===== config.mk =====
export PLATFORM = sky130hd
export DESIGN_NAME = gpc_port
export DESIGN_NICKNAME = d
export VERILOG_FILES = /design/src/gpc_pkg.sv /design/src/gpc_port.sv
export VERILOG_INCLUDE_DIRS = /design/src
export SDC_FILE = /design/constraint.sdc
export NUM_CORES = 1
export LEC_CHECK = 0
export ABC_AREA = 1
export BUFFER_PORTS_ARGS = -buffer_cell sky130_fd_sc_hd__buf_2
export CAP_MARGIN = 20
export CORE_MARGIN = 2
export CORE_UTILIZATION = 45
export DETAILED_ROUTE_END_ITERATION = 12
export HOLD_SLACK_MARGIN = 0.03
export SLEW_MARGIN = 40
export SYNTH_ARGS = -nofsm -noshare
export SYNTH_HDL_FRONTEND = slang
export SYNTH_SLANG_ARGS = --single-unit

===== constraint.sdc =====
create_clock -name REF_CLK_IN -period 3 [get_ports REF_CLK_IN]
set_input_delay 0.3 -clock REF_CLK_IN [delete_from_list [all_inputs] [get_ports REF_CLK_IN]]
set_output_delay 0.3 -clock REF_CLK_IN [all_outputs]
set_load 0.03 [all_outputs]

===== src/gpc_port_cfg.svh =====
/*
 * constants of the pin configuration port: register offsets, command codes,
 * field positions, reset values and timing figures.
 * assumes inclusion by bare name from the design files.
 */
`ifndef GPC_PORT_CFG_SVH
`define GPC_PORT_CFG_SVH

// ****************************************************************
// register byte offsets
// ****************************************************************
`define GPC_OFS_CMD       8'h00
`define GPC_OFS_ARG       8'h04
`define GPC_OFS_REPLY     8'h08
`define GPC_OFS_RDATA     8'h0C
`define GPC_OFS_BOOT      8'h10

// ****************************************************************
// command and reply codes, lengths
// ****************************************************************
`define GPC_TYPE_CFG      8'h22
`define GPC_TYPE_QRY      8'h23
`define GPC_REPLY_FLAG    8'h40
`define GPC_LEN_CFG_SHORT 4'h2
`define GPC_LEN_CFG_LONG  4'h3
`define GPC_LEN_QRY       4'h1
`define GPC_LEN_QRY_REPLY 4'h4
`define GPC_DUTY_HIGH     8'h64

// ****************************************************************
// field positions
// ****************************************************************
`define GPC_CMD_TYPE_LSB  0
`define GPC_CMD_LEN_LSB   8
`define GPC_BOOT_SAVE_BIT 0
`define GPC_BOOT_LOAD_BIT 1
`define GPC_FD_USER_BIT   3

// ****************************************************************
// drive mode codes
// ****************************************************************
`define GPC_DRV_FAST_PD   3'h0
`define GPC_DRV_FAST_PP   3'h1
`define GPC_DRV_HIZ       3'h2
`define GPC_DRV_PU_FAST   3'h3
`define GPC_DRV_SLOW_HI   3'h4
`define GPC_DRV_SLOW_PP   3'h5
`define GPC_DRV_SLOW_LO   3'h7

// ****************************************************************
// reset values: function/drive nibble per pin, pin 4 in the top nibble
// ****************************************************************
`define GPC_RST_FD        20'h3_2232
`define GPC_RST_DUTY      7'h00

// ****************************************************************
// timing: clock period, pwm period, sampling period
// ****************************************************************
`define GPC_CLK_PERIOD_NS 50
`define GPC_PWM_PERIOD_NS 10000000
`define GPC_PWM_STEPS     100
`define GPC_SMP_PERIOD_NS 31250000
`define GPC_PWM_STEP_CYC  (`GPC_PWM_PERIOD_NS / `GPC_PWM_STEPS / `GPC_CLK_PERIOD_NS)
`define GPC_SMP_CYC       (`GPC_SMP_PERIOD_NS / `GPC_CLK_PERIOD_NS)

`endif


===== src/gpc_pkg.sv =====
/*
 * types of the pin configuration port.
 * assumes nothing of its surroundings.
 */
package gpc_pkg;

  // per-pin drive decision: enable, level, pullup, pulldown, slow slew
  typedef struct packed {
    logic drv;
    logic val;
    logic pu;
    logic pd;
    logic slow;
  } gpc_drive_t;

  typedef enum logic [1:0] {
    GPC_ST_IDLE,
    GPC_ST_DONE,
    GPC_ST_REJECT
  } gpc_status_t;

endpackage : gpc_pkg


===== src/gpc_port.sv =====
/*
 * five-pin configurable i/o port with pwm output, periodic input sampling,
 * edge tracking and command/reply exchange reached over an apb slave.
 * assumes one 20 MHz clock; default-function levels come from logic on the
 * same clock; pin levels arrive asynchronously and are synchronised here.
 */
`timescale 1ns/100ps
`include "gpc_port_cfg.svh"

module gpc_port #(
  parameter int NPINS    = 5,                      // number of pins
  parameter int STEP_CYC = `GPC_PWM_STEP_CYC,      // cycles per 1 % pwm step
  parameter int SMP_CYC  = `GPC_SMP_CYC            // cycles per input sample
) (
  input  wire logic        REF_CLK_IN,             // 20 MHz clock
  input  wire logic        SRST_IN,                // sync reset, high
  input  wire logic        PSEL_IN,                // apb select
  input  wire logic        PENABLE_IN,             // apb access phase
  input  wire logic        PWRITE_IN,              // apb write
  input  wire logic [7:0]  PADDR_IN,               // apb byte address
  input  wire logic [31:0] PWDATA_IN,              // apb write data
  output logic      [31:0] PRDATA_OUT,             // apb read data
  output logic             PREADY_OUT,             // apb ready
  output logic             PSLVERR_OUT,            // apb error, unmapped
  input  wire logic [4:0]  GPIO_IN,                // pin levels, async
  input  wire logic [4:0]  DFLT_LEVEL_IN,          // default-function levels
  output logic      [4:0]  GPIO_OUT,               // pin drive level
  output logic      [4:0]  GPIO_OE_N_OUT,          // low while driving
  output logic      [4:0]  GPIO_PU_OUT,            // resistive pullup on
  output logic      [4:0]  GPIO_PD_OUT,            // resistive pulldown on
  output logic      [4:0]  GPIO_SLOW_OUT,          // slow slew drive
  output logic      [4:0]  USER_SEL_OUT            // pin under user control
);

  // counters are 16 and 24 bits wide and the port has five pins
  if (NPINS != 5 || STEP_CYC < 1 || SMP_CYC < 2 ||
      STEP_CYC > 65535 || SMP_CYC > 16777215) begin : g_param_check
    $error("gpc_port: unsupported parameter values");
  end

  // ****************************************************************
  // functions
  // ****************************************************************
  function automatic gpc_pkg::gpc_drive_t gpc_drive(input logic [2:0] code,
                                                    input logic       lvl);
    gpc_pkg::gpc_drive_t d;
    d = '0;
    case (code)
      `GPC_DRV_FAST_PD: begin
        d.drv = lvl;
        d.val = lvl;
        d.pd  = !lvl;
      end
      `GPC_DRV_FAST_PP: begin
        d.drv = 1'b1;
        d.val = lvl;
      end
      `GPC_DRV_PU_FAST: begin
        d.drv = !lvl;
        d.pu  = lvl;
      end
      `GPC_DRV_SLOW_HI: begin
        d.drv  = lvl;
        d.val  = lvl;
        d.slow = 1'b1;
      end
      `GPC_DRV_SLOW_PP: begin
        d.drv  = 1'b1;
        d.val  = lvl;
        d.slow = 1'b1;
      end
      `GPC_DRV_SLOW_LO: begin
        d.drv  = !lvl;
        d.slow = 1'b1;
      end
      // hi-z input, and the reserved code falls safe to hi-z
      default: d = '0;
    endcase
    return d;
  endfunction : gpc_drive

  function automatic logic [4:0] gpc_onehot(input logic [7:0] idx);
    gpc_onehot = (idx < 8'h05) ? 5'(5'h01 << idx[2:0]) : 5'h00;
  endfunction : gpc_onehot

  // ****************************************************************
  // apb decode
  // ****************************************************************
  logic [31:0] cmd_reg;
  logic [31:0] arg_reg;
  logic [7:0]  rtype_reg;
  logic [3:0]  rlen_reg;
  gpc_pkg::gpc_status_t rstat_reg;
  logic [31:0] rdata_reg;

  wire access   = PSEL_IN && PENABLE_IN;
  wire hit_cmd  = PADDR_IN == `GPC_OFS_CMD;
  wire hit_arg  = PADDR_IN == `GPC_OFS_ARG;
  wire hit_rep  = PADDR_IN == `GPC_OFS_REPLY;
  wire hit_rdat = PADDR_IN == `GPC_OFS_RDATA;
  wire hit_boot = PADDR_IN == `GPC_OFS_BOOT;
  wire mapped   = hit_cmd || hit_arg || hit_rep || hit_rdat || hit_boot;
  wire wr_ok    = access && PWRITE_IN && mapped;
  wire cmd_go   = wr_ok && hit_cmd;
  wire boot_save = wr_ok && hit_boot && PWDATA_IN[`GPC_BOOT_SAVE_BIT];
  wire boot_load = wr_ok && hit_boot && PWDATA_IN[`GPC_BOOT_LOAD_BIT];

  // zero wait states: every access completes in its first access cycle
  assign PREADY_OUT  = 1'b1;
  assign PSLVERR_OUT = access && !mapped;
  assign PRDATA_OUT  = !(access && !PWRITE_IN) ? 32'h0000_0000 :
                       hit_cmd  ? cmd_reg :
                       hit_arg  ? arg_reg :
                       hit_rep  ? {18'h0_0000, rstat_reg, rlen_reg, rtype_reg} :
                       hit_rdat ? rdata_reg : 32'h0000_0000;

  // ****************************************************************
  // command decode
  // ****************************************************************
  wire [7:0] cmd_type = PWDATA_IN[`GPC_CMD_TYPE_LSB +: 8];
  wire [3:0] cmd_len  = PWDATA_IN[`GPC_CMD_LEN_LSB +: 4];
  wire [7:0] cmd_idx  = arg_reg[7:0];
  wire [7:0] cmd_val  = arg_reg[15:8];
  wire [7:0] cmd_fd   = arg_reg[23:16];
  wire       idx_ok   = cmd_idx < 8'(NPINS);
  wire       val_ok   = cmd_val <= `GPC_DUTY_HIGH;
  wire       len_long = cmd_len == `GPC_LEN_CFG_LONG;
  wire       len_cfg  = cmd_len == `GPC_LEN_CFG_SHORT || len_long;
  wire       fd_ok    = !len_long || cmd_fd[7:4] == 4'h0;
  wire       cfg_ok   = cmd_go && cmd_type == `GPC_TYPE_CFG && idx_ok && val_ok
                        && len_cfg && fd_ok;
  wire       qry_ok   = cmd_go && cmd_type == `GPC_TYPE_QRY && idx_ok
                        && cmd_len == `GPC_LEN_QRY;
  wire [4:0] sel      = gpc_onehot(cmd_idx);

  // ****************************************************************
  // pin configuration and boot copy
  // ****************************************************************
  logic [4:0][6:0] duty_reg;
  logic [4:0][3:0] fd_reg;
  logic [4:0][6:0] boot_duty_reg;
  logic [4:0][3:0] boot_fd_reg;

  always_ff @(posedge REF_CLK_IN) begin
    for (int i = 0; i < NPINS; i++) begin
      if (SRST_IN) begin
        duty_reg[i]      <= `GPC_RST_DUTY;
        fd_reg[i]        <= 4'(`GPC_RST_FD >> (4 * i));
        boot_duty_reg[i] <= `GPC_RST_DUTY;
        boot_fd_reg[i]   <= 4'(`GPC_RST_FD >> (4 * i));
      end else begin
        if (boot_load) begin
          duty_reg[i] <= boot_duty_reg[i];
          fd_reg[i]   <= boot_fd_reg[i];
        end else if (cfg_ok && sel[i]) begin
          duty_reg[i] <= cmd_val[6:0];
          if (len_long)
            fd_reg[i] <= cmd_fd[3:0];
        end
        if (boot_save) begin
          boot_duty_reg[i] <= duty_reg[i];
          boot_fd_reg[i]   <= fd_reg[i];
        end
      end
    end
  end

  // ****************************************************************
  // pwm timebase: 100 steps of one percent each
  // ****************************************************************
  logic [15:0] step_reg;
  logic [6:0]  pct_reg;
  wire         step_end = step_reg == 16'(STEP_CYC - 1);

  always_ff @(posedge REF_CLK_IN) begin
    if (SRST_IN) begin
      step_reg <= 16'h0000;
      pct_reg  <= 7'h00;
    end else begin
      step_reg <= step_end ? 16'h0000 : step_reg + 16'h0001;
      if (step_end)
        pct_reg <= (pct_reg == 7'(`GPC_PWM_STEPS - 1)) ? 7'h00 : pct_reg + 7'h01;
    end
  end

  // ****************************************************************
  // pin drive
  // ****************************************************************
  logic [4:0] user_lvl;
  logic [4:0] pin_lvl;
  gpc_pkg::gpc_drive_t drv [5];

  always_comb begin
    for (int i = 0; i < 5; i++) begin
      // duty 0 never beats pct, duty 100 always does
      user_lvl[i] = pct_reg < duty_reg[i];
      pin_lvl[i]  = fd_reg[i][`GPC_FD_USER_BIT] ? user_lvl[i]
                                                 : DFLT_LEVEL_IN[i];
      drv[i]      = gpc_drive(fd_reg[i][2:0], pin_lvl[i]);
    end
  end

  logic [4:0] out_reg;
  logic [4:0] oe_n_reg;
  logic [4:0] pu_reg;
  logic [4:0] pd_reg;
  logic [4:0] slow_reg;

  always_ff @(posedge REF_CLK_IN) begin
    for (int i = 0; i < 5; i++) begin
      out_reg[i]  <= SRST_IN ? 1'b0 : drv[i].val;
      oe_n_reg[i] <= SRST_IN ? 1'b1 : !drv[i].drv;
      pu_reg[i]   <= SRST_IN ? 1'b0 : drv[i].pu;
      pd_reg[i]   <= SRST_IN ? 1'b0 : drv[i].pd;
      slow_reg[i] <= SRST_IN ? 1'b0 : drv[i].slow;
    end
  end

  assign GPIO_OUT      = out_reg;
  assign GPIO_OE_N_OUT = oe_n_reg;
  assign GPIO_PU_OUT   = pu_reg;
  assign GPIO_PD_OUT   = pd_reg;
  assign GPIO_SLOW_OUT = slow_reg;
  always_comb begin
    for (int i = 0; i < 5; i++)
      USER_SEL_OUT[i] = fd_reg[i][`GPC_FD_USER_BIT];
  end

  // ****************************************************************
  // input sampling and edge flags
  // ****************************************************************
  logic [4:0]  gin_meta_reg;
  logic [4:0]  gin_sync_reg;
  logic [4:0]  sample_reg;
  logic [4:0]  rise_reg;
  logic [4:0]  fall_reg;
  logic [23:0] smp_cnt_reg;
  wire         tick     = smp_cnt_reg == 24'(SMP_CYC - 1);
  // sampling only on the tick makes the flags bounce-free at 32 Hz
  wire  [4:0]  rise_set = tick ? (gin_sync_reg & ~sample_reg) : 5'h00;
  wire  [4:0]  fall_set = tick ? (~gin_sync_reg & sample_reg) : 5'h00;
  wire  [4:0]  flag_clr = qry_ok ? sel : 5'h00;
  wire  [4:0]  rise_next = (rise_reg & ~flag_clr) | rise_set;           // set wins
  wire  [4:0]  fall_next = (fall_reg & ~flag_clr) | fall_set;

  always_ff @(posedge REF_CLK_IN) begin
    if (SRST_IN) begin
      gin_meta_reg <= 5'h00;
      gin_sync_reg <= 5'h00;
      sample_reg   <= 5'h00;
      rise_reg     <= 5'h00;
      fall_reg     <= 5'h00;
      smp_cnt_reg  <= 24'h00_0000;
    end else begin
      gin_meta_reg <= GPIO_IN;
      gin_sync_reg <= gin_meta_reg;
      smp_cnt_reg  <= tick ? 24'h00_0000 : smp_cnt_reg + 24'h00_0001;
      if (tick)
        sample_reg <= gin_sync_reg;
      rise_reg <= rise_next;
      fall_reg <= fall_next;
    end
  end

  // ****************************************************************
  // command, argument and reply registers
  // ****************************************************************
  wire [2:0] qi = cmd_idx[2:0];
  wire [7:0] evt_byte = {5'h00, rise_reg[qi], fall_reg[qi], sample_reg[qi]};

  always_ff @(posedge REF_CLK_IN) begin
    if (SRST_IN) begin
      cmd_reg   <= 32'h0000_0000;
      arg_reg   <= 32'h0000_0000;
      rtype_reg <= 8'h00;
      rlen_reg  <= 4'h0;
      rstat_reg <= gpc_pkg::GPC_ST_IDLE;
      rdata_reg <= 32'h0000_0000;
    end else begin
      if (wr_ok && hit_arg)
        arg_reg <= {8'h00, PWDATA_IN[23:0]};
      if (cmd_go) begin
        cmd_reg <= {20'h0_0000, cmd_len, cmd_type};
        if (cfg_ok) begin
          rtype_reg <= `GPC_TYPE_CFG | `GPC_REPLY_FLAG;
          rlen_reg  <= 4'h0;
          rstat_reg <= gpc_pkg::GPC_ST_DONE;
          rdata_reg <= 32'h0000_0000;
        end else if (qry_ok) begin
          rtype_reg <= `GPC_TYPE_QRY | `GPC_REPLY_FLAG;
          rlen_reg  <= `GPC_LEN_QRY_REPLY;
          rstat_reg <= gpc_pkg::GPC_ST_DONE;
          rdata_reg <= {4'h0, fd_reg[qi], 1'b0, duty_reg[qi], evt_byte,
                        cmd_idx};
        end else begin
          rtype_reg <= 8'h00;
          rlen_reg  <= 4'h0;
          rstat_reg <= gpc_pkg::GPC_ST_REJECT;
          rdata_reg <= 32'h0000_0000;
        end
      end
    end
  end
endmodule : gpc_port


Yosys cells after proc, flatten, opt, wreduce, memory -nomap -nowiden

Index checks and enable logic that the tools add are counted.
W data, S select, Z words.

Bits in registers: 289
Input port bits: 55
Output and inout bits: 64
Word-level logic and storage cells: 290

Add/subtract/negate cells: 3
$lt $le $gt $ge: 8
Equal/unequal tests: 37
Shift-type cells: 1
Mux-type cells: 64
Bitwise operators: 24
Reduce and logical (&&, ||, !) cells: 102

Operators by type and width:

| operator                | number |
|---|---|
| $mux W32                | 5 |
| $mux W7                 | 14 |
| $reduce_or A2 Y1        | 32 |
| $mux W28                | 2 |
| $mux W4                 | 12 |
| $eq A3 B3 Y1 const B    | 15 |
| $lt A7 B7 Y1            | 5 |
| $add A24 B1 Y24 const B | 1 |
| $eq A24 B20 Y1 const B  | 1 |
| $logic_and A1 B1 Y1     | 23 |
| $bmux W7 S3             | 1 |
| $and A5 B5 Y5           | 4 |
| $mux W5                 | 4 |
| $reduce_or A4 Y1        | 5 |
| $add A16 B1 Y16 const B | 1 |
| $eq A16 B11 Y1 const B  | 1 |
| $eq A8 B4 Y1 const B    | 2 |
| $eq A8 B6 Y1 const B    | 2 |
| $eq A3 B1 Y1 const B    | 5 |
| $eq A3 B2 Y1 const B    | 5 |
| $logic_not A3 Y1        | 5 |
| $not A1 Y1              | 15 |
| $not A5 Y5              | 3 |
| $pmux W1 S3             | 5 |
| 23 further kinds        | 71 |

Longest topological paths before layout

Depth in word-level cells: 15
Gate-level depth with buffers: 13
Depth with buffers taken out: 12

Worst setup path after synthesis

Ideal clock, no wire load.

Path type: input -> output
Start: input port PADDR_IN[7]
End: output port PRDATA_OUT[14]
Arrival: 1.848 ns
Required time: 2.700 ns
Slack: 0.852 ns
Stages: 7
Path buffers: 2
Cells stage by stage: nor2_2 nand2_4 nor2_1 buf_2 inv_1 clkbuf_1 nor3_1

Cells in the longest elaborated chain, start to end: 6
Elaborated cells between the ends (all ways): 9
Those cells by class: 3 x eq/ne; 5 x mux; 1 x reduce/logical

RTL lines:

| item                          | line            | source |
|---|---|---|
| start: declaration            | gpc_port.sv:20  | `input wire logic [7:0] PADDR_IN,` |
| $eq A8 B4 Y1 (no source line) | -               |  |
| $mux W32                      | gpc_port.sv:115 | `hit_rdat ? rdata_reg : 32'h0000_0000;` |
| $mux W32                      | gpc_port.sv:114 | `hit_rep ? {18'h0_0000, rstat_reg, rlen_reg, rtype_reg} :` |
| $mux W32                      | gpc_port.sv:113 | `hit_arg ? arg_reg :` |
| $mux W32 (*)                  | gpc_port.sv:112 | `hit_cmd ? cmd_reg :` |
| $mux W32 (*)                  | gpc_port.sv:111 | `assign PRDATA_OUT = !(access && !PWRITE_IN) ? 32'h0000_0000 :` |
| end: declaration              | gpc_port.sv:22  | `output logic [31:0] PRDATA_OUT,` |

Every way passes the cells marked *; elsewhere a longest branch is shown, timed or not.

Final worst setup path

Start: input port PADDR_IN[7]
End: output port PRDATA_OUT[8]

Same word-level chain as after synthesis.

==> run summary <==
# Post-CTS Setup Buffers -> 0
final std cells w/o fill -> 2363
Post-DRT Antenna Nets -> 0
vias in the first global route -> 11400
max incr delay on CP -> 0.40 ns
worst-margin pin slew -> 0.682 ns
met3 Usage GRT -> 3.38%
syn_area_per_cell -> 6.99 sq um
Seq. cell area -> 5370 sq um
cell area after synthesis -> 13000 sq um
Starting Density -> 45.5%
slowest CP cell -> nor2_2
pin count of the biggest net entering global routing -> 81
r2r setup slk -> 0.67 ns
DP Area -> 13800 sq um
final setup TNS -> 0 ns
total track usage -> 24.2%
Cells after DPL -> 2277
drt via density -> 5.26
post-synthesis async set-or-reset flop share -> 0%
Final min period -> 2.42 ns
EDFF count, synth -> 0
Layout Skew -> 0.0372 ns
max-cap violation count -> 0
Antenna Cells -> 0
IO Port Bufs -> 105
met2 Use GR -> 37.4%
share of layout cells above drive strength 1 -> 11.1%
Int Pwr -> 5970 uW
Die Wd -> 174 microns
predominant post-synthesis flop cell -> dfxtp_1
Finished Core Util -> 52.9%
Sw Ratio -> 21.8%
final worst path period share -> 80.5%
post-route design area -> 15100 sq um
clock tree from TritonCTS -> done
clk_lat worst skew -> 0.58 ns
Synth Instances -> 1857
Routed WL -> 37200 microns
Worst setup EP type -> primary output
fillers -> 2811
cell family with most CP delay -> buffers and inverters
area of the core -> 28500 sq um
PD cells -> 506 nW/um^2
clock root cell -> clkbuf_16
synthesis-to-finish area growth -> 16.3%
Unique masters post-synth -> 51
via count -> 12400
Leak -> 0.00645 uW
total grt overflow -> 0
clk slew on worst S/H paths -> 0.06 ns
CP Max Fanout -> 11
die area -> 30200 sq um
VDD IR max -> 0.000393 V
register area share after synthesis -> 41.3%
achievable frequency -> 414 MHz
met1 Usage GRT -> 35.1%
unrepaired setup endpoints after global routing -> no
Critical Path RT -> 2.70 ns
wire per inst -> 15.7 microns
switching power -> 1670 uW
Most Crowded Layer GR -> met2
Synth Register Bits -> 268
H-Tree Depth -> 1
Final HPWL DP -> 25700 microns
CP Cell Sequence -> buf_2, nor2_2, nand2_4, nor2_2, inv_1, o2bb2ai_1, o21ai_0, inv_1, buf_2
slew margin rel. -> 54.4%
area of the multi-input gates -> 6240 sq um
Pins Over Slew Limit -> 0
initial antenna violation count -> 0
first-pass GRT wire length -> 59900 microns
row cnt -> 62
WP buf/inv -> 4
status -> complete, no violations
type of origin of the critical path -> input port
WP data arrival -> 2.12 ns
cts hold-fix bufs -> 31
Iter 0 DRT Violations -> 977
drt pass-1 iters -> 7
CTS Buf Count -> 30
Layout Nets -> 2044
io pins -> 119
Placer Congestion -> 0.862
post_cts resized -> 0
DR DRC count -> 0
Yosys Warn Count -> 0
WHS -> 0.0534 ns
Chip Height -> 174 microns
Setup-failing EPs final -> 0
final hold vios -> 0
Hold WC Path Type -> input port to flip-flop
combinational group share of total power -> 3.2%
path type of the worst setup path -> input port to primary output
CTS max path bufs -> 3
clock sinks -> 268
Flop pwr share -> 46.9%
Clk pwr share -> 49.9%
## final timing paths
| kind | end | startpoint | cells past startpoint |
|---|---|---|---|
| max | PRDATA_OUT[8] | PADDR_IN[7] | 9 |
| min | arg_reg[18] | PWDATA_IN[18] | 3 |
| max reg2reg | fall_reg[1] | arg_reg[0] | 9 |
| min reg2reg | rise_reg[0] | sample_reg[0] | 1 |
## worst reg2reg max path, stage by stage (launching register included)
cell,delay (ns)
dfxtp_1,0.39
nor2_4,0.39
nor2_2,0.10
nor2_4,0.15
inv_1,0.08
nor3_2,0.47
buf_4,0.30
nand3_1,0.14
nand2_1,0.10
a21oi_1,0.06
## logic make-up (layout without fill, tap and decap cells)
family / count (synthesis) / count (layout) / synth area share, %
flip-flops: 268 / 268 / 41.3
XOR/XNOR: 9 / 9 / 0.607
adder cells (fa/ha/maj): 33 / 33 / 3.18
other: 2 / 5 / 0.0578
AND/OR/NAND/NOR: 857 / 857 / 29.5
buffers and inverters: 341 / 460 / 10.9
AO/OA/AOI/OAI: 347 / 347 / 14.4
## cell usage after synthesis (all sizes together) (2+ instances only)
cell	count	area [sq um]
nand2	364	1400
dfxtp	268	5370
inv	242	908
nor2	227	927
nand3	182	998
a21oi	175	876
o21ai	117	586
buf	56	338
clkbuf	42	158
nand4	35	225
ha	33	413
nor3	31	155
o22ai	15	93.8
o21a	7	52.6
nor4	6	52.6
o221ai	6	52.6
a211oi	5	37.5
o31ai	5	37.5
xor2	5	43.8
a31oi	4	25.0
nor3b	4	30.0
or2	4	25.0
xnor2	4	35.0
o2bb2ai	3	26.3
a21boi	2	15.0
and3	2	12.5
conb	2	7.51
o2111ai	2	17.5
o21bai	2	15.0
## power by group through the flow
stage	sequential [uW]	combinational [uW]	clock (uW)
5_1_grt	3580	268	4030
4_1_cts	3580	244	3890
2_1_floorplan	3670	125	0
3_3_place_gp	3660	211	0
6_report	3580	245	3810
3_5_place_dp	3660	212	0
## area by class of cell
cell class / count / share of cell area, %
multi-input cells: 1251 / 41.4
flip-flops and latches: 268 / 35.5
repair buffers: 162 / 6.99
inverters: 243 / 6.09
clock buffers: 44 / 5.92
well taps: 384 / 3.18
clock inverters: 11 / 0.936
## cell usage in the layout (no fill, tap or decap), types with 15 or more instances in the layout
cell / count
nor2_1: 214
clkbuf_16: 30
inv_1: 239
buf_2: 105
nand4_1: 34
o22ai_1: 15
dfxtp_1: 268
buf_4: 24
nand3_1: 175
nand2_1: 356
ha_1: 33
dlygate4sd3_1: 31
a21oi_1: 175
o21ai_0: 114
nor3_1: 30
## through the flow
step                      setup WS (ns)  total power (uW)
after floorplan                   0.852              3790
after global placement            0.661              3870
after detailed placement          0.637              3870
after CTS                         0.639              7710
after global routing              0.446              7880
final                             0.585              7640
## metal layers
layer / part of all wire [%] / routed length, microns
met1: 48 / 17900
met2: 43 / 16000
met3: 6.4 / 2380
met4: 2.4 / 898
met5: 0 / 0
(Power assumes the default switching activity.)
